--- src/design/tslc_consts.vh ---
// constants of the sleep, multi-touch and lid closure control block
// assumes word addressing: byte address is four times a register index
// Summary of operation
// [RULE1] eight-bit sleep sensor select, reset zero
// [RULE2] top bit samples grouped sensors in sleep
// [RULE3] grouped choice comes from group enable input
// [RULE4] low seven bits enable sleep button sampling
// [RULE5] first conversion after sleep change runs longer
// [RULE6] host recalibrates channels newly enabled in sleep
// [RULE7] blocking disabled accepts every simultaneous touch
// [RULE8] accept up to limit, block until release
// [RULE9] button limit codes mean one to four
// [RULE10] flag when touched count exceeds limit
// [RULE11] group limit codes mean two,three,four,one
// [RULE12] top lid bit enables lid closure detection
// [RULE13] noise bits belong to lid when enabled
// [RULE14] mode clear compares set-bit counts
// [RULE15] mode set requires every pattern bit present
// [RULE16] lid irq enable gates alert on event
// [RULE17] per-sensor queue of agreeing samples, default two
// [RULE18] queue value zero means one sample
// [RULE19] lid event flagged in group status
// [RULE20] counting: either half or total count reaches
// [RULE21] both patterns zero disable and clear flag
// [RULE22] sleep select ignored in active state
// [RULE23] both limits independent, same multi-touch flag
`ifndef TSLC_CONSTS_VH
`define TSLC_CONSTS_VH
// ==========================================
// register indexes
`define TSLC_IDX_SLEEP 8'h29
`define TSLC_IDX_MULTI 8'h2a
`define TSLC_IDX_LIDCFG 8'h2b
`define TSLC_IDX_QUEUE 8'h2c
`define TSLC_IDX_PAT1 8'h2d
`define TSLC_IDX_PAT2 8'h2e
`define TSLC_IDX_STATUS 8'h40
`define TSLC_IDX_ACCEPT 8'h41
// ==========================================
// reset values and writable masks
`define TSLC_RST_SLEEP 8'h00
`define TSLC_RST_MULTI 8'h82
`define TSLC_RST_LIDCFG 8'h00
`define TSLC_RST_QUEUE 8'h02
`define TSLC_RST_PAT 7'h7f
`define TSLC_MASK_MULTI 8'h8f
`define TSLC_MASK_LIDCFG 8'h83
`define TSLC_MASK_QUEUE 8'h07
// ==========================================
// field positions
`define TSLC_SLP_GROUP_BIT 7
`define TSLC_MT_BLOCK_BIT 7
`define TSLC_MT_BTN_LSB 2
`define TSLC_MT_GRP_LSB 0
`define TSLC_LID_EN_BIT 7
`define TSLC_LID_EXACT_BIT 1
`define TSLC_LID_IRQ_BIT 0
`define TSLC_ST_LID_BIT 14
`define TSLC_ST_MULTI_BIT 15
`define TSLC_ST_GEST_BIT 16
// ==========================================
// timing
`define TSLC_QUEUE_MIN 4'h1
`endif

--- src/design/tslc_lid_queue.v ---
// one sensor's lid status filter with a consecutive-sample queue
// assumes sample strobe and level come from the same clock domain
`timescale 1ns/10ps
module tslc_lid_queue (
  input wire clk_in,
  input wire rst_in,
  input wire ce_in,
  input wire sample_in,
  input wire above_in,
  input wire [3:0] depth_in,
  output reg status_out
);
  reg [3:0] cnt_reg;
  // ==========================================
  // queue
  always @(posedge clk_in or posedge rst_in)
  begin
    if (rst_in)
    begin
      cnt_reg <= 4'h0;
      status_out <= 1'b0;
    end
    else if (ce_in && sample_in)
    begin
      // [RULE17] agreeing run sets or clears
      if (above_in == status_out)
        cnt_reg <= 4'h0;
      else if (cnt_reg + 4'h1 >= depth_in)
      begin
        cnt_reg <= 4'h0;
        status_out <= above_in;
      end
      else
        cnt_reg <= cnt_reg + 4'h1;
    end
  end
endmodule // tslc_lid_queue

--- src/design/tslc_touch_block.v ---
// multiple-touch blocking for one group of seven sensors
// assumes limit is already decoded to a touch count of one to four
`timescale 1ns/10ps
module tslc_touch_block (
  input wire clk_in,
  input wire rst_in,
  input wire ce_in,
  input wire sample_in,
  input wire block_en_in,
  input wire [6:0] touch_in,
  input wire [2:0] limit_in,
  output reg [6:0] accepted_out,
  output reg over_out
);
  reg [6:0] keep;
  reg [6:0] acc_next;
  reg [2:0] cnt;
  integer i;
  function [2:0] pop7;
    input [6:0] v;
    integer k;
    begin
      pop7 = 3'h0;
      for (k = 0; k < 7; k = k + 1)
        pop7 = pop7 + {2'h0, v[k]};
    end
  endfunction
  // ==========================================
  // acceptance
  always @*
  begin
    keep = accepted_out & touch_in;
    cnt = pop7(keep);
    acc_next = keep;
    // [RULE8] lowest new touches fill free slots
    for (i = 0; i < 7; i = i + 1)
    begin
      if (touch_in[i] && !keep[i] && (cnt < limit_in))
      begin
        acc_next[i] = 1'b1;
        cnt = cnt + 3'h1;
      end
    end
    // [RULE7] no blocking passes every touch
    if (!block_en_in)
      acc_next = touch_in;
  end
  always @(posedge clk_in or posedge rst_in)
  begin
    if (rst_in)
    begin
      accepted_out <= 7'h00;
      over_out <= 1'b0;
    end
    else if (ce_in)
    begin
      if (sample_in)
        accepted_out <= acc_next;
      // [RULE10] strictly greater than limit
      over_out <= sample_in && (pop7(touch_in) > limit_in);
    end
  end
endmodule // tslc_touch_block

--- src/design/tslc_ctrl.v ---
// sleep sampling, multi-touch blocking and lid closure control with apb registers
// assumes sensor inputs, sleep state and sample strobe come from logic on CLK_IN
//
// The APB interface to the registers was chosen for this implementation.
`timescale 1ns/10ps
`include "tslc_consts.vh"
module tslc_ctrl (
  input wire CLK_IN,
  input wire SYS_RST_IN,
  input wire CLK_EN_IN,
  input wire PSEL_IN,
  input wire PENABLE_IN,
  input wire PWRITE_IN,
  input wire [9:0] PADDR_IN,
  input wire [31:0] PWDATA_IN,
  output reg [31:0] PRDATA_OUT,
  output reg PREADY_OUT,
  output reg PSLVERR_OUT,
  input wire SLEEP_STATE_IN,
  input wire SAMPLE_STROBE_IN,
  input wire [6:0] BUTTON_TOUCH_IN,
  input wire [6:0] GROUP_TOUCH_IN,
  input wire GROUP_GESTURE_IN,
  input wire [6:0] GROUP_SENSOR_EN_IN,
  input wire [13:0] LID_ABOVE_IN,
  input wire [13:0] NOISE_IN,
  output reg [13:0] SCAN_EN_OUT,
  output wire [6:0] BUTTON_ACCEPT_OUT,
  output wire [6:0] GROUP_ACCEPT_OUT,
  output wire [13:0] LID_STATUS_OUT,
  output reg LID_EVENT_OUT,
  output reg MULTI_TOUCH_OUT,
  output reg GESTURE_OUT,
  output reg [13:0] NOISE_STATUS_OUT,
  output reg [13:0] NOISE_LID_OUT,
  output reg CONV_EXTEND_OUT,
  output reg ALERT_OUT
);
  // ==========================================
  // declarations
  reg [7:0] sleep_sensor_select_reg;
  reg [7:0] multi_touch_config_reg;
  reg [7:0] lid_detect_config_reg;
  reg [7:0] lid_queue_depth_reg;
  reg [6:0] lid_pattern1_reg;
  reg [6:0] lid_pattern2_reg;
  reg lid_match_reg;
  reg [6:0] btn_prev_reg;
  reg [6:0] grp_prev_reg;
  reg [13:0] scan_en_next;
  reg [2:0] button_touch_limit;
  reg [2:0] group_touch_limit;
  reg [3:0] queue_depth;
  reg lid_match_next;
  reg [31:0] rdata_next;
  reg addr_ok;
  wire [7:0] reg_idx;
  wire wr_strobe;
  wire group_lowpower_scan_en;
  wire multi_touch_block_enable;
  wire lid_detect_enable;
  wire lid_exact_match_mode;
  wire lid_irq_enable;
  wire patterns_zero;
  wire lid_active;
  wire [6:0] button_scanned;
  wire [6:0] group_scanned;
  wire btn_over;
  wire grp_over;
  wire gesture_ok;
  wire new_touch;
  wire [13:0] lid_status;
  wire [6:0] lid_s1;
  wire [6:0] lid_s2;
  function [2:0] pop7;
    input [6:0] v;
    integer k;
    begin
      pop7 = 3'h0;
      for (k = 0; k < 7; k = k + 1)
        pop7 = pop7 + {2'h0, v[k]};
    end
  endfunction
  // ==========================================
  // register fields
  assign group_lowpower_scan_en = sleep_sensor_select_reg[`TSLC_SLP_GROUP_BIT];
  assign multi_touch_block_enable = multi_touch_config_reg[`TSLC_MT_BLOCK_BIT];
  assign lid_detect_enable = lid_detect_config_reg[`TSLC_LID_EN_BIT];
  assign lid_exact_match_mode = lid_detect_config_reg[`TSLC_LID_EXACT_BIT];
  assign lid_irq_enable = lid_detect_config_reg[`TSLC_LID_IRQ_BIT];
  assign patterns_zero = (lid_pattern1_reg == 7'h00) && (lid_pattern2_reg == 7'h00);
  // [RULE21] zero patterns disable detection
  assign lid_active = lid_detect_enable && !patterns_zero;
  assign reg_idx = PADDR_IN[9:2];
  assign wr_strobe = PSEL_IN && PENABLE_IN && PREADY_OUT && PWRITE_IN && !PSLVERR_OUT;
  // ==========================================
  // decode of limits and queue
  always @*
  begin
    // [RULE9] button codes map to one..four
    button_touch_limit = {1'b0, multi_touch_config_reg[`TSLC_MT_BTN_LSB+1:`TSLC_MT_BTN_LSB]} + 3'h1;
    // [RULE11] group codes wrap to one
    case (multi_touch_config_reg[`TSLC_MT_GRP_LSB+1:`TSLC_MT_GRP_LSB])
      2'h0: group_touch_limit = 3'h2;
      2'h1: group_touch_limit = 3'h3;
      2'h2: group_touch_limit = 3'h4;
      default: group_touch_limit = 3'h1;
    endcase
    // [RULE18] zero depth acts as one
    if (lid_queue_depth_reg[2:0] == 3'h0)
      queue_depth = `TSLC_QUEUE_MIN;
    else
      queue_depth = {1'b0, lid_queue_depth_reg[2:0]};
  end
  // ==========================================
  // sampling selection
  always @*
  begin
    if (SLEEP_STATE_IN)
    begin
      // [RULE4] per-button sleep sampling
      scan_en_next[6:0] = sleep_sensor_select_reg[6:0];
      // [RULE2] grouped sensors join in sleep
      // [RULE3] individual choice from group enables
      scan_en_next[13:7] = group_lowpower_scan_en ? GROUP_SENSOR_EN_IN : 7'h00;
    end
    else
    begin
      // [RULE22] active state ignores sleep select
      scan_en_next[6:0] = 7'h7f;
      scan_en_next[13:7] = GROUP_SENSOR_EN_IN;
    end
  end
  assign button_scanned = BUTTON_TOUCH_IN & SCAN_EN_OUT[6:0];
  assign group_scanned = GROUP_TOUCH_IN & SCAN_EN_OUT[13:7];
  assign gesture_ok = GROUP_GESTURE_IN && (!SLEEP_STATE_IN || group_lowpower_scan_en);
  // ==========================================
  // multi-touch blocking, one engine per group
  // [RULE23] independent limits
  tslc_touch_block u_btn_block (
    .clk_in(CLK_IN),
    .rst_in(SYS_RST_IN),
    .ce_in(CLK_EN_IN),
    .sample_in(SAMPLE_STROBE_IN),
    .block_en_in(multi_touch_block_enable),
    .touch_in(button_scanned),
    .limit_in(button_touch_limit),
    .accepted_out(BUTTON_ACCEPT_OUT),
    .over_out(btn_over)
  );
  tslc_touch_block u_grp_block (
    .clk_in(CLK_IN),
    .rst_in(SYS_RST_IN),
    .ce_in(CLK_EN_IN),
    .sample_in(SAMPLE_STROBE_IN),
    .block_en_in(multi_touch_block_enable),
    .touch_in(group_scanned),
    .limit_in(group_touch_limit),
    .accepted_out(GROUP_ACCEPT_OUT),
    .over_out(grp_over)
  );
  // ==========================================
  // lid status queues
  genvar g;
  generate
    for (g = 0; g < 14; g = g + 1)
    begin : g_lidq
      tslc_lid_queue u_q (
        .clk_in(CLK_IN),
        .rst_in(SYS_RST_IN),
        .ce_in(CLK_EN_IN),
        .sample_in(SAMPLE_STROBE_IN),
        .above_in(LID_ABOVE_IN[g]),
        .depth_in(queue_depth),
        .status_out(lid_status[g])
      );
    end
  endgenerate
  assign LID_STATUS_OUT = lid_status;
  assign lid_s1 = lid_status[6:0];
  assign lid_s2 = lid_status[13:7];
  // ==========================================
  // lid closure decision
  always @*
  begin
    if (lid_exact_match_mode)
      // [RULE15] every pattern bit present
      lid_match_next = ((lid_pattern1_reg & ~lid_s1) == 7'h00) && ((lid_pattern2_reg & ~lid_s2) == 7'h00);
    else
      // [RULE14] count comparison
      // [RULE20] either half or the total reaches
      lid_match_next = (pop7(lid_s1) >= pop7(lid_pattern1_reg)) || (pop7(lid_s2) >= pop7(lid_pattern2_reg))
        || (({1'b0, pop7(lid_s1)} + {1'b0, pop7(lid_s2)})
        >= ({1'b0, pop7(lid_pattern1_reg)} + {1'b0, pop7(lid_pattern2_reg)}));
    // [RULE12] only with detection enabled
    lid_match_next = lid_match_next && lid_active;
  end
  // ==========================================
  // apb read mux and decode
  always @*
  begin
    rdata_next = 32'h0000_0000;
    addr_ok = (PADDR_IN[1:0] == 2'h0);
    case (reg_idx)
      `TSLC_IDX_SLEEP: rdata_next[7:0] = sleep_sensor_select_reg;
      `TSLC_IDX_MULTI: rdata_next[7:0] = multi_touch_config_reg;
      `TSLC_IDX_LIDCFG: rdata_next[7:0] = lid_detect_config_reg;
      `TSLC_IDX_QUEUE: rdata_next[7:0] = lid_queue_depth_reg;
      `TSLC_IDX_PAT1: rdata_next[6:0] = lid_pattern1_reg;
      `TSLC_IDX_PAT2: rdata_next[6:0] = lid_pattern2_reg;
      `TSLC_IDX_STATUS: rdata_next[16:0] = {GESTURE_OUT, MULTI_TOUCH_OUT, LID_EVENT_OUT, lid_status};
      `TSLC_IDX_ACCEPT: rdata_next[13:0] = {GROUP_ACCEPT_OUT, BUTTON_ACCEPT_OUT};
      default: addr_ok = 1'b0;
    endcase
  end
  // ready is raised in the access cycle when CLK_EN_IN is high, so each such transfer has one wait-free access
  always @(posedge CLK_IN or posedge SYS_RST_IN)
  begin
    if (SYS_RST_IN)
    begin
      PREADY_OUT <= 1'b0;
      PSLVERR_OUT <= 1'b0;
      PRDATA_OUT <= 32'h0000_0000;
    end
    else if (CLK_EN_IN)
    begin
      PREADY_OUT <= PSEL_IN && !PENABLE_IN;
      PSLVERR_OUT <= PSEL_IN && !PENABLE_IN && !addr_ok;
      if (PSEL_IN && !PENABLE_IN && !PWRITE_IN && addr_ok)
        PRDATA_OUT <= rdata_next;
      else if (!PSEL_IN)
        PRDATA_OUT <= 32'h0000_0000;
    end
  end
  // ==========================================
  // configuration registers
  always @(posedge CLK_IN or posedge SYS_RST_IN)
  begin
    if (SYS_RST_IN)
    begin
      // [RULE1] nothing sampled in sleep after reset
      sleep_sensor_select_reg <= `TSLC_RST_SLEEP;
      multi_touch_config_reg <= `TSLC_RST_MULTI;
      lid_detect_config_reg <= `TSLC_RST_LIDCFG;
      lid_queue_depth_reg <= `TSLC_RST_QUEUE;
      lid_pattern1_reg <= `TSLC_RST_PAT;
      lid_pattern2_reg <= `TSLC_RST_PAT;
    end
    else if (CLK_EN_IN && wr_strobe)
    begin
      case (reg_idx)
        `TSLC_IDX_SLEEP: sleep_sensor_select_reg <= PWDATA_IN[7:0];
        `TSLC_IDX_MULTI: multi_touch_config_reg <= PWDATA_IN[7:0] & `TSLC_MASK_MULTI;
        `TSLC_IDX_LIDCFG: lid_detect_config_reg <= PWDATA_IN[7:0] & `TSLC_MASK_LIDCFG;
        `TSLC_IDX_QUEUE: lid_queue_depth_reg <= PWDATA_IN[7:0] & `TSLC_MASK_QUEUE;
        `TSLC_IDX_PAT1: lid_pattern1_reg <= PWDATA_IN[6:0];
        `TSLC_IDX_PAT2: lid_pattern2_reg <= PWDATA_IN[6:0];
        default: lid_queue_depth_reg <= lid_queue_depth_reg;
      endcase
    end
  end
  // ==========================================
  // status flags and alert
  assign new_touch = |(BUTTON_ACCEPT_OUT & ~btn_prev_reg) || |(GROUP_ACCEPT_OUT & ~grp_prev_reg);
  always @(posedge CLK_IN or posedge SYS_RST_IN)
  begin
    if (SYS_RST_IN)
    begin
      SCAN_EN_OUT <= 14'h0000;
      lid_match_reg <= 1'b0;
      btn_prev_reg <= 7'h00;
      grp_prev_reg <= 7'h00;
      LID_EVENT_OUT <= 1'b0;
      MULTI_TOUCH_OUT <= 1'b0;
      GESTURE_OUT <= 1'b0;
      NOISE_STATUS_OUT <= 14'h0000;
      NOISE_LID_OUT <= 14'h0000;
      CONV_EXTEND_OUT <= 1'b0;
      ALERT_OUT <= 1'b0;
    end
    else if (CLK_EN_IN)
    begin
      SCAN_EN_OUT <= scan_en_next;
      lid_match_reg <= lid_match_next;
      btn_prev_reg <= BUTTON_ACCEPT_OUT;
      grp_prev_reg <= GROUP_ACCEPT_OUT;
      // [RULE13] noise reported as lid noise
      NOISE_LID_OUT <= lid_detect_enable ? NOISE_IN : 14'h0000;
      NOISE_STATUS_OUT <= lid_detect_enable ? 14'h0000 : NOISE_IN;
      // [RULE19] sticky lid flag, set beats clear
      if (lid_detect_enable && patterns_zero)
        LID_EVENT_OUT <= 1'b0;
      else if (lid_match_next)
        LID_EVENT_OUT <= 1'b1;
      else if (wr_strobe && reg_idx == `TSLC_IDX_STATUS && PWDATA_IN[`TSLC_ST_LID_BIT])
        LID_EVENT_OUT <= 1'b0;
      // [RULE23] either group raises the flag
      if (btn_over || grp_over)
        MULTI_TOUCH_OUT <= 1'b1;
      else if (wr_strobe && reg_idx == `TSLC_IDX_STATUS && PWDATA_IN[`TSLC_ST_MULTI_BIT])
        MULTI_TOUCH_OUT <= 1'b0;
      // [RULE2] gesture status bit
      if (gesture_ok)
        GESTURE_OUT <= 1'b1;
      else if (wr_strobe && reg_idx == `TSLC_IDX_STATUS && PWDATA_IN[`TSLC_ST_GEST_BIT])
        GESTURE_OUT <= 1'b0;
      // [RULE5] newly enabled in sleep stretches one conversion
      if (wr_strobe && reg_idx == `TSLC_IDX_SLEEP && SLEEP_STATE_IN
          && |(PWDATA_IN[7:0] & ~sleep_sensor_select_reg))
        CONV_EXTEND_OUT <= 1'b1;
      else if (SAMPLE_STROBE_IN)
        CONV_EXTEND_OUT <= 1'b0;
      // [RULE16] lid alert only when enabled
      ALERT_OUT <= new_touch || gesture_ok || (lid_irq_enable && lid_match_next && !lid_match_reg);
    end
  end
endmodule // tslc_ctrl

--- config.mk ---
export PLATFORM = sky130hd
export DESIGN_NAME = tslc_ctrl
export DESIGN_NICKNAME = d
export VERILOG_FILES = /design/src/design/tslc_lid_queue.v /design/src/design/tslc_touch_block.v /design/src/design/tslc_ctrl.v
export VERILOG_INCLUDE_DIRS = /design/src /design/src/design
export SDC_FILE = /design/constraint.sdc
export NUM_CORES = 1
export LEC_CHECK = 0
export ABC_AREA = 1
export BUFFER_PORTS_ARGS = -buffer_cell sky130_fd_sc_hd__buf_2
export CAP_MARGIN = 20
export CORE_ASPECT_RATIO = 0.7
export CORE_MARGIN = 2
export CORE_UTILIZATION = 60
export DETAILED_ROUTE_END_ITERATION = 8
export PLACE_DENSITY_LB_ADDON = 0.12
export SETUP_SLACK_MARGIN = 0.05
export SYNTH_ARGS = -nofsm -noshare
export SYNTH_HDL_FRONTEND = slang
export SYNTH_SLANG_ARGS = --single-unit
--- constraint.sdc ---
create_clock -name CLK_IN -period 24.4 [get_ports CLK_IN]
set_input_delay 2.44 -clock CLK_IN [delete_from_list [all_inputs] [get_ports CLK_IN]]
set_output_delay 2.44 -clock CLK_IN [all_outputs]
set_load 0.005 [all_outputs]
[Word level (Yosys, flattened, before mapping)]
Cells that the tools add are included.
Operators by class
  add/sub/neg operators: 77
  magnitude comparators: 33
  equal/unequal tests: 25
  multiplexer cells: 79
  bitwise operators: 28
  reduce and logical (&&, ||, !) cells: 124
Operators with widths (number)
  two-way mux 4 bit: 28
  adder 3 x 1 -> 3 bit: 36
  two-way mux 32 bit: 2
  adder 4 x 1 -> 4 bit, second input constant: 14
  bitwise AND 7 bit: 8
  >= comparator 4 x 3 -> 1 bit: 14
  case mux 7 bit (8 select lines): 1
  logical AND 1 bit: 55
  == test 8 x 6 -> 1 bit, second input constant: 6
  less-than comparator 3 bit: 14
  two-way mux 14 bit: 3
  two-way mux 3 bit: 14
  AND reduction 3 bit: 14
  adder 3 x 1 -> 3 bit, second input constant: 12
  zero test 7 bit: 4
  NOT 7 bit: 4
  two-way mux 1 bit: 25
  AND reduction 2 bit: 12
  zero test 1 bit: 21
  two-way mux 7 bit: 3
  adder 1 x 1 -> 2 bit: 8
  == test 8 x 7 -> 1 bit, second input constant: 2
  OR reduction 8 bit: 2
  == test 1 bit: 14
  21 further kinds: 50
Storage, ports and cells
  flip-flop bits (word level): 215
  bits of input ports: 100

[Longest topological paths before layout]
Gate-level depths: netlist of the first run.
  word-level depth: 30
  gate-level depth with buffers: 65
  gate-level depth less buffers: 65

[Cells and area by module]
From an unflattened synthesis of the first run, not the netlist that was laid out.
Second synthesis, totals
  cells, all modules: 1956
  area total of the unflattened synthesis: 14854.2 um2
By module, submodules not included
  tslc_ctrl: times used 1, cells each 792, area an instance 6291.0 um2, sequential area each 2874.0 um2
  tslc_lid_queue: times used 14, cells each 52, area an instance 386.6 um2, sequential area each 125.1 um2
  tslc_touch_block: times used 2, cells each 218, area an instance 1575.3 um2, sequential area each 200.2 um2

[Least setup slack after synthesis of the first run]
No wires, ideal clock.
  path type: input -> register
  from: in GROUP_TOUCH_IN[0]
  to: reg u_grp_block.accepted_out[6]
  setup time: 65 ps
  data arrival time: 11131 ps
  required time: 24335 ps
  slack: 13204 ps
  stages: 51
  path buffers: 0
  cell sequence: nand2_2 -> nor2_1 -> ha_1 -> inv_1 -> fa_1 -> fa_1 -> inv_1 -> ha_1 -> fa_1 -> xor2_1 -> ha_1 -> nand2_1 -> clkinv_1 -> nand2_2 -> nand3_2 -> inv_1 -> nand2_1 -> xor2_1 -> [... 15 more ...] -> xor2_1 -> inv_1 -> ha_1 -> a21oi_1 -> nand3_4 -> inv_1 -> nand2_1 -> xor2_1 -> ha_1 -> a21oi_1 -> nand4_1 -> xnor2_1 -> ha_1 -> a211oi_1 -> nand2_1 -> nand2_1 -> nand2_1 -> nand2_1
Between the ends
  cells in the longest elaborated chain, start to end: 30
  elaborated cells on any way between the ends: 38
  classes of those cells: 12 x add/sub; 7 x order compare; 8 x mux; 2 x bitwise; 9 x reduce/logical
RTL lines
  start: declaration: RTL line tslc_ctrl.v:22  | input wire [6:0] GROUP_TOUCH_IN,
  bitwise AND 7 bit *: RTL line tslc_ctrl.v:135  | assign group_scanned = GROUP_TOUCH_IN & SCAN_EN_OUT[13:7];
  bitwise AND 7 bit: RTL line tslc_touch_block.v:32  | keep = accepted_out & touch_in;
  adder 1 x 1 -> 2 bit: RTL line tslc_touch_block.v:25  | pop7 = pop7 + {2'h0, v[k]};
  adder 3 x 1 -> 3 bit (5 in series): RTL line tslc_touch_block.v:25
  less-than comparator 3 bit: RTL line tslc_touch_block.v:38  | if (touch_in[i] && !keep[i] && (cnt < limit_in))
  logical AND 1 bit: RTL line tslc_touch_block.v:38
  two-way mux 3 bit *: RTL line tslc_touch_block.v:38
  less-than comparator 3 bit: RTL line tslc_touch_block.v:38
  [... 10 more ...]
  two-way mux 3 bit *: RTL line tslc_touch_block.v:38
  less-than comparator 3 bit: RTL line tslc_touch_block.v:38
  logical AND 1 bit: RTL line tslc_touch_block.v:38
  two-way mux 3 bit *: RTL line tslc_touch_block.v:38
  less-than comparator 3 bit *: RTL line tslc_touch_block.v:38
  logical AND 1 bit *: RTL line tslc_touch_block.v:38
  two-way mux 1 bit *: RTL line tslc_touch_block.v:38
  two-way mux 7 bit *: RTL line tslc_touch_block.v:45  | if (!block_en_in)
  end signal: assignment: RTL line tslc_touch_block.v:58  | accepted_out <= acc_next;
  end: declaration: RTL line tslc_touch_block.v:12  | output reg [6:0] accepted_out,
Mark *: on every way between the ends. The rest lies on a longest branch, timed or not.
A chain may end at the register's enable or synchronous reset.

[Worst setup path after layout of the first run]
Ends and elaborated chain as after synthesis.

==> results of run 1 <==
==> power by group through the flow <==
| stage | sequential, mW | clock (mW) | combinational, mW |
|---|---|---|---|
| floorplan | 0.375 | 0 | 0.315 |
| global placement | 0.383 | 0 | 0.392 |
| detailed placement | 0.383 | 0 | 0.418 |
| CTS | 0.377 | 0.280 | 0.423 |
| global route | 0.380 | 0.297 | 0.495 |
| finish | 0.378 | 0.277 | 0.426 |
==> cells in the final DEF (no fill, tap or decap), drive strengths merged, types with 18 or more instances in the layout <==
cell type  Yosys  final
nand2        332    332
inv          293    301
dfrtp        183    183
buf           37    180
o21ai        172    172
ha           133    133
nand3         74     74
nor2          71     71
a21oi         43     43
o22ai         31     31
fa            30     30
nor3          26     26
xnor2         23     23
xor2          23     23
clkbuf        28     20
nand4         18     18
o31ai         18     18
==> logic make-up (layout without fill, tap and decap cells) <==
kind of cell / after synthesis / count (layout)
DFF: 200 / 200
xor gates and xnor gates: 46 / 46
and+or+nand+nor: 533 / 533
AOI/OAI and AO/OA: 325 / 325
buffers and inverters: 363 / 511
adders and majority gates: 163 / 163
muxes: 3 / 3
other: 1 / 15
==> routing by layer <==
layer | up-vias | GRT usage | share of wire
met4 | 0 | 0.0715 | 0.017
met1 | 5560 | 0.456 | 0.47
met5 | - | 0 | 0
met2 | 398 | 0.462 | 0.44
met3 | 45 | 0.0689 | 0.077
li1 | 5641 | - | -
==> through the flow <==
stage / hold WS (ps) / util
3_3_place_gp: 452 / 0.661
3_5_place_dp: 450 / 0.661
5_1_grt: 488 / 0.688
6_report: 459 / 0.688
2_1_floorplan: 432 / -
4_1_cts: 461 / 0.687
==> worst max-delay path by stage <==
| stage | slack [ps] | to | startpoint |
|---|---|---|---|
| 3_3_place_gp | 12290 | u_grp_block.accepted_out[6] | GROUP_TOUCH_IN[0] |
| 6_report | 12450 | u_grp_block.accepted_out[6] | GROUP_TOUCH_IN[0] |
| 3_5_place_dp | 12090 | u_btn_block.accepted_out[6] | BUTTON_TOUCH_IN[0] |
| 2_1_floorplan | 13200 | u_grp_block.accepted_out[6] | GROUP_TOUCH_IN[0] |
| 5_1_grt | 11650 | u_btn_block.accepted_out[6] | BUTTON_TOUCH_IN[0] |
| 4_1_cts | 12540 | u_btn_block.accepted_out[6] | BUTTON_TOUCH_IN[0] |
==> area by class of cell <==
class	instances	area (µm²)
well taps	282	353
fillers	1832	6840
clock buffers	19	443
flip-flops and latches	200	5030
inverters	298	1130
clock inverters	13	128
multi-input cells	1085	7110
repair buffers	181	933
==> results.md, run 1 <==
- Status: completed
- Final non-filler cell total: just over 2k
- GP Congestion: 0.956
- Hold_buf cts: 0
- Leak: 7.72 nW
- Area grow syn2layout: 11.4%
- Htree depth: 4
- Worst Path Buf+Inv: 10
- Switching power total: around 420 µW
- Placed inst area: roughly 15000 µm²
- Highest Clock Rate: between 0.08 and 0.09 GHz
- CP Capture Type: flop
- Post-CTS setup buffer count: 0
- Gates resized, CTS repair: 0
- Stages on worst setup path: 52
- Fin area: between 15000 and 20000 µm²
- First-pass GRT wire length: between 50000 and 60000 µm
- Tmin final: between 10000 and 15000 ps
- WP data required: approximately 25000 ps
- P_int: around 660 µW
- Post-DRT Antenna Nets: 0
- Relative slew margins: 0.362
- Post-Syn Area: between 10000 and 15000 µm²
- Number of library cell types mapped by synthesis: 54
- Ys async rst share: 1.00
- RSZ-0062 raised after global routing: false
- Layout Skew: approximately 12 ps
- Total power: approximately 1.1 mW
- DRT Pass-1 Iters: 6
- Synth Area in Adders: 0.167
- R2R Setup Slk: 14010 ps
- Critical path peak fanout: 4
- CTS Root Cell: clkbuf_16
- Top cell type's share of synthesized area: 0.338
- Diodes inserted: 0
- Total CTS buffers: 17
- Worst Tran Pin Value: 932 ps
- Max reg flops: 56
- Hold Path Class: reg -> reg
- Setup WS post-layout: around 12000 ps
- Mapped Cells: 1634
- FF-to-FF Start: u_grp_block.accepted_out[0]
- Routed wire length: 35400 µm
- Vias: between 10k and 15k
- Flip-flop and latch count after synthesis: 200
- Longest Clk Path Bufs: 2
- CTS tree: built
- Count leader, synth: nand2_1
- PwrDens: 71.4 nW/µm²
- Synth top area cells: dfrtp_1, ha_1, nand2_1, inv_1, o21ai_0
- Sequential-to-total area share from yosys stat: 0.370
- Cell at the slowest stage of the critical path: fa_1
- Final hold viol count: 0
- Most used cell, CP: ha_1
- Die ar.: 23900 µm²
- DP Worst Slack: 12090 ps
- Avg Inst Size Synth: slightly above 8 µm²
- Die Y-Extent: between 100 and 150 µm
- Post-synthesis simple-gate area fraction: 0.179
- Combinational power share: 0.394
- Hold Startpoint: lid_match_reg
- Clock share of power: 0.256
- Count of final setup violators: 0
- Synth top cells by count: nand2_1, inv_1, dfrtp_1, o21ai_0, ha_1
- Post-DP HPWL: between 20000 and 30000 µm
- Clock transition at path regs: around 80 ps
- Max Cap Viol: 0
- Tot GR Track Use: 0.307
- Reg-to-reg endpoint: u_grp_block.accepted_out[6]
- # IOs: 209
- Post-synth EDFFs: 0
- Flop pwr share: 0.350
- Worst r2r path cells: 51
- Mean routed wirelength per cell: approximately 17 µm
- Final net count: around 2.0k
- Largest net degree at the start of global routing: about 130
- Share of layout cells above drive strength 1: 0.161
- Slew Viols, Final: 0
- Clk_lat worst skew: approximately 450 ps
- DRT iter0 DRCs: roughly 1.0k
- Post-route DRC: 0
- Largest family of logic cells by synthesized area: simple AND/OR/NAND/NOR gates
- Worst EP arrival: roughly 12000 ps
- Core area: 22000 µm²
- Mux cell area share after synthesis: 0.00221
- CP top delay family: adder cells
- Startpoint Class: input pin
- CTS sink cnt: 200
- Setup CP Type: in -> reg
- Site Rows: 45
- Largest area contributor in the netlist: dfrtp_1
- Post-synthesis xor/xnor area fraction: 0.0297
- Slowest Stage Delay on Critical Path: around 510 ps
- Gr ovfl total: 0
- YS warnings: 0
- Tcrit/Tclk final: 0.490
- Number of stages on the worst hold path: 1
- IO buf count: ~170
- Chip width: 184 µm
- Placed cell count: between 2k and 2.5k
- Vias in the first global route: between 10k and 15k
- Vias per cell: 5.60
- Initial core utilization: 0.618
- Setup_tns: 0 ps
- Hold EP: ALERT_OUT
- Most common flop cell mapped by yosys: dfrtp_1
- Compound-Gate Fraction of Synth Area: 0.142
- Initial antenna violation count: 0
- Worst vdd ir: about 0.055 mV
- Sw Share: 0.389
(Power assumes the default switching activity.)
==> run 2: changes to the inputs <==
--- a/config.mk
+++ b/config.mk
@@ -11,7 +11,7 @@
 export CAP_MARGIN = 20
 export CORE_ASPECT_RATIO = 0.7
 export CORE_MARGIN = 2
-export CORE_UTILIZATION = 60
+export CORE_UTILIZATION = 53
 export DETAILED_ROUTE_END_ITERATION = 8
 export PLACE_DENSITY_LB_ADDON = 0.12
 export SETUP_SLACK_MARGIN = 0.05
==> constraint.sdc (replaced) <==
create_clock -name CLK_IN -period 10.13 [get_ports CLK_IN]
set_input_delay 1.013 -clock CLK_IN [delete_from_list [all_inputs] [get_ports CLK_IN]]
set_output_delay 1.013 -clock CLK_IN [all_outputs]
set_load 0.005 [all_outputs]
==> run 2 against run 1 <==
  * Combinational power up 150%
  * Critical path depth grew 8
  * Critical path type unchanged
  * Power rose by 150%
  * Clock-buffer cell count shrank 1
  * Largest power group unchanged
  * Global-route usage decreased by 3.3 points
  * Die area increased by 13%
  * Final cell count increased by 3.2%
  * Setup slack worse by 12000 ps
  * Core utilization is 6.7 points lower
  * Clock skew decreased by 2.4 ps
  * Wire length grew 2.0%
  * Final area rose by 2.5%
==> results.md, run 2 (synthesis results as in run 1) <==
- Switching power total: 989 µW (was 420 µW)
- Mean routed wirelength per cell: 16.8 µm (was 17.0 µm)
- Worst Tran Pin Value: 998 ps (was 932 ps)
- Gr ovfl total: 0 (unchanged)
- Critical Path Source: BUTTON_TOUCH_IN[1] (was GROUP_TOUCH_IN[0])
- Post-DP HPWL: 27400 µm (was 26900 µm)
- Core area: 24900 µm² (was 22000 µm²)
- Critical path peak fanout: 3 (was 4)
- Tcrit/Tclk final: 0.938
- First-pass GRT wire length: 57100 µm (was 56900 µm)
- Clock transition at path regs: 70 ps (was 80 ps)
- Vias in the first global route: 10.5k (was 10.8k)
- Setup CP Type: in -> reg (unchanged)
- Most frequent cells in the layout: nand2_1, inv_1, dfrtp_1 (unchanged)
- Leak: 7.86 nW (was 7.72 nW)
- DRT Pass-1 Iters: 7 (was 6)
- Worst vdd ir: 0.157 mV (was 0.0551 mV)
- Reg-to-reg endpoint: u_btn_block.accepted_out[6] (was u_grp_block.accepted_out[6])
- DRT iter0 DRCs: 898 (was 1034)
- Clk_lat worst skew: 440 ps (was 450 ps)
- Die ar.: 26900 µm² (was 23900 µm²)
- Hold Startpoint: lid_match_reg (unchanged)
- Hold_buf cts: 0 (unchanged)
- Worst Path Buf+Inv: 14 (was 10)
- CP top delay family: adder cells (unchanged)
- Chip width: 195 µm (was 184 µm)
- Setup WS post-layout: 629 ps (was 12450 ps)
- CTS Root Cell: clkbuf_16 (unchanged)
- Sw Share: 0.373 (was 0.389)
- FF-to-FF Start: u_btn_block.accepted_out[0] (was u_grp_block.accepted_out[0])
- Area grow syn2layout: 14.2% (was 11.4%)
- Count of final setup violators: 0 (unchanged)
- Site Rows: 48 (was 45)
- Largest net degree at the start of global routing: 123 (was 126)
- Vias: 11.6k (about the same)
- Final net count: 2069 (was 2046)
- Post-route DRC: 0 (unchanged)
- Longest Clk Path Bufs: 2 (unchanged)
- Flop pwr share: 0.343 (was 0.350)
- Number of stages on the worst hold path: 1 (unchanged)
- R2R Setup Slk: 730 ps (was 14010 ps)
- Total CTS buffers: 17 (unchanged)
- Max reg flops: 56 (unchanged)
- Tot GR Track Use: 0.274 (was 0.307)
- Setup crit end: u_btn_block.accepted_out[6] (was u_grp_block.accepted_out[6])
- Share of layout cells above drive strength 1: 0.184 (was 0.161)
- P_int: 1.66 mW (was 660 µW)
- CTS tree: built (unchanged)
- Slowest Stage Delay on Critical Path: 540 ps (was 510 ps)
- CP Capture Type: flop (unchanged)
- DP Worst Slack: -169 ps (was 12090 ps)
- Vias per cell: 5.39 (was 5.60)
- Die Y-Extent: 138 µm (was 130 µm)
- Cell at the slowest stage of the critical path: fa_1 (unchanged)
- Hold Path Class: reg -> reg (unchanged)
- Worst hold slack: 458 ps (was 459 ps)
- Routed wire length: 36100 µm (was 35400 µm)
- Worst r2r path cells: 59 (was 51)
- Startpoint Class: input pin (unchanged)
- Layout Skew: 9.97 ps (was 12.4 ps)
- Fillers: 2301 (was 1832)
- Final hold viol count: 0 (unchanged)
- WP data required: 10470 ps (was 24780 ps)
- PwrDens: 171 nW/µm² (was 71.4 nW/µm²)
- Combinational power share: 0.396 (was 0.394)
- Clock share of power: 0.261 (was 0.256)
- Max Cap Viol: 0 (unchanged)
- Relative slew margins: 0.334 (was 0.362)
- Slew Viols, Final: 0 (unchanged)
- Stages on worst setup path: 60 (was 52)
- GP Congestion: 0.946 (was 0.956)
- RSZ-0062 raised after global routing: false (unchanged)
- Initial core utilization: 0.544 (was 0.618)
- Tmin final: 9500 ps
- Highest Clock Rate: 0.105 GHz
- Htree depth: 4 (unchanged)
- # IOs: 209 (unchanged)
- Initial antenna violation count: 1 (was 0)
- IO buf count: 172 (unchanged)
- Status: completed (unchanged)
- CTS sink cnt: 200 (unchanged)
- Worst EP arrival: 9840 ps (was 12320 ps)
- Most common cell after layout, fill and taps aside: nand2_1 (unchanged)
- Post-DRT Antenna Nets: 0 (unchanged)
run 2: repair_timing:
item	in CTS	in global routing
gates resized for setup	0	23
buffers inserted	0	3
endpoints found under the setup margin	0	2
run 2: through the flow:
step | cell area [µm²] | utilization | total power, mW | setup TNS [ps] | instances
after floorplan | 13600 | - | 1.66 | 0 | 1648
after global placement | 14700 | 0.592 | 1.91 | 0 | 2109
after detailed placement | 14700 | 0.592 | 1.95 | -169 | 2109
after CTS | 15300 | 0.615 | 2.65 | 0 | 2141
after global routing | 15500 | 0.621 | 2.86 | 0 | 2145
final | 15500 | 0.621 | 2.65 | 0 | 2145
run 2: cell type report:
type / count / area (µm²) / share of cell area
diodes: 1 / 2.50 / 0.000162
well taps: 325 / 407 / 0.0263
repair buffers: 204 / 1100 / 0.0711
inverters: 298 / 1130 / 0.0727
multi-input cells: 1085 / 7240 / 0.467
clock buffers: 18 / 439 / 0.0284
flip-flops and latches: 200 / 5030 / 0.325
clock inverters: 14 / 150 / 0.00969
run 2: worst reg2reg max path, delay by kind of cell, from the launching register on:
kind,cells,cell delay [ps]
buf+inv,14,1090
flops,1,460
fa+ha+maj,12,4050
simple gates,23,1890
xor+xnor,6,1180
compound gates,4,640
run 2: worst min path at each step:
stage	slack (ps)	to
5_1_grt	460	ALERT_OUT
3_5_place_dp	450	ALERT_OUT
4_1_cts	460	ALERT_OUT
2_1_floorplan	430	ALERT_OUT
6_report	460	ALERT_OUT
3_3_place_gp	440	ALERT_OUT
run 2: routing by layer:
layer / vias to the layer above / GRT usage / part of all wire
li1: 5669 / - / -
met5: - / 0 / 0
met4: 0 / 0.0670 / 0.016
met2: 346 / 0.402 / 0.43
met3: 34 / 0.0464 / 0.067
met1: 5504 / 0.420 / 0.48
run 2: power by group through the flow:
stage	sequential [mW]	clock (mW)	combinational [mW]
2_1_floorplan	0.902	0	0.759
3_3_place_gp	0.922	0	0.988
3_5_place_dp	0.923	0	1.03
4_1_cts	0.909	0.703	1.04
5_1_grt	0.915	0.737	1.21
6_report	0.910	0.692	1.05
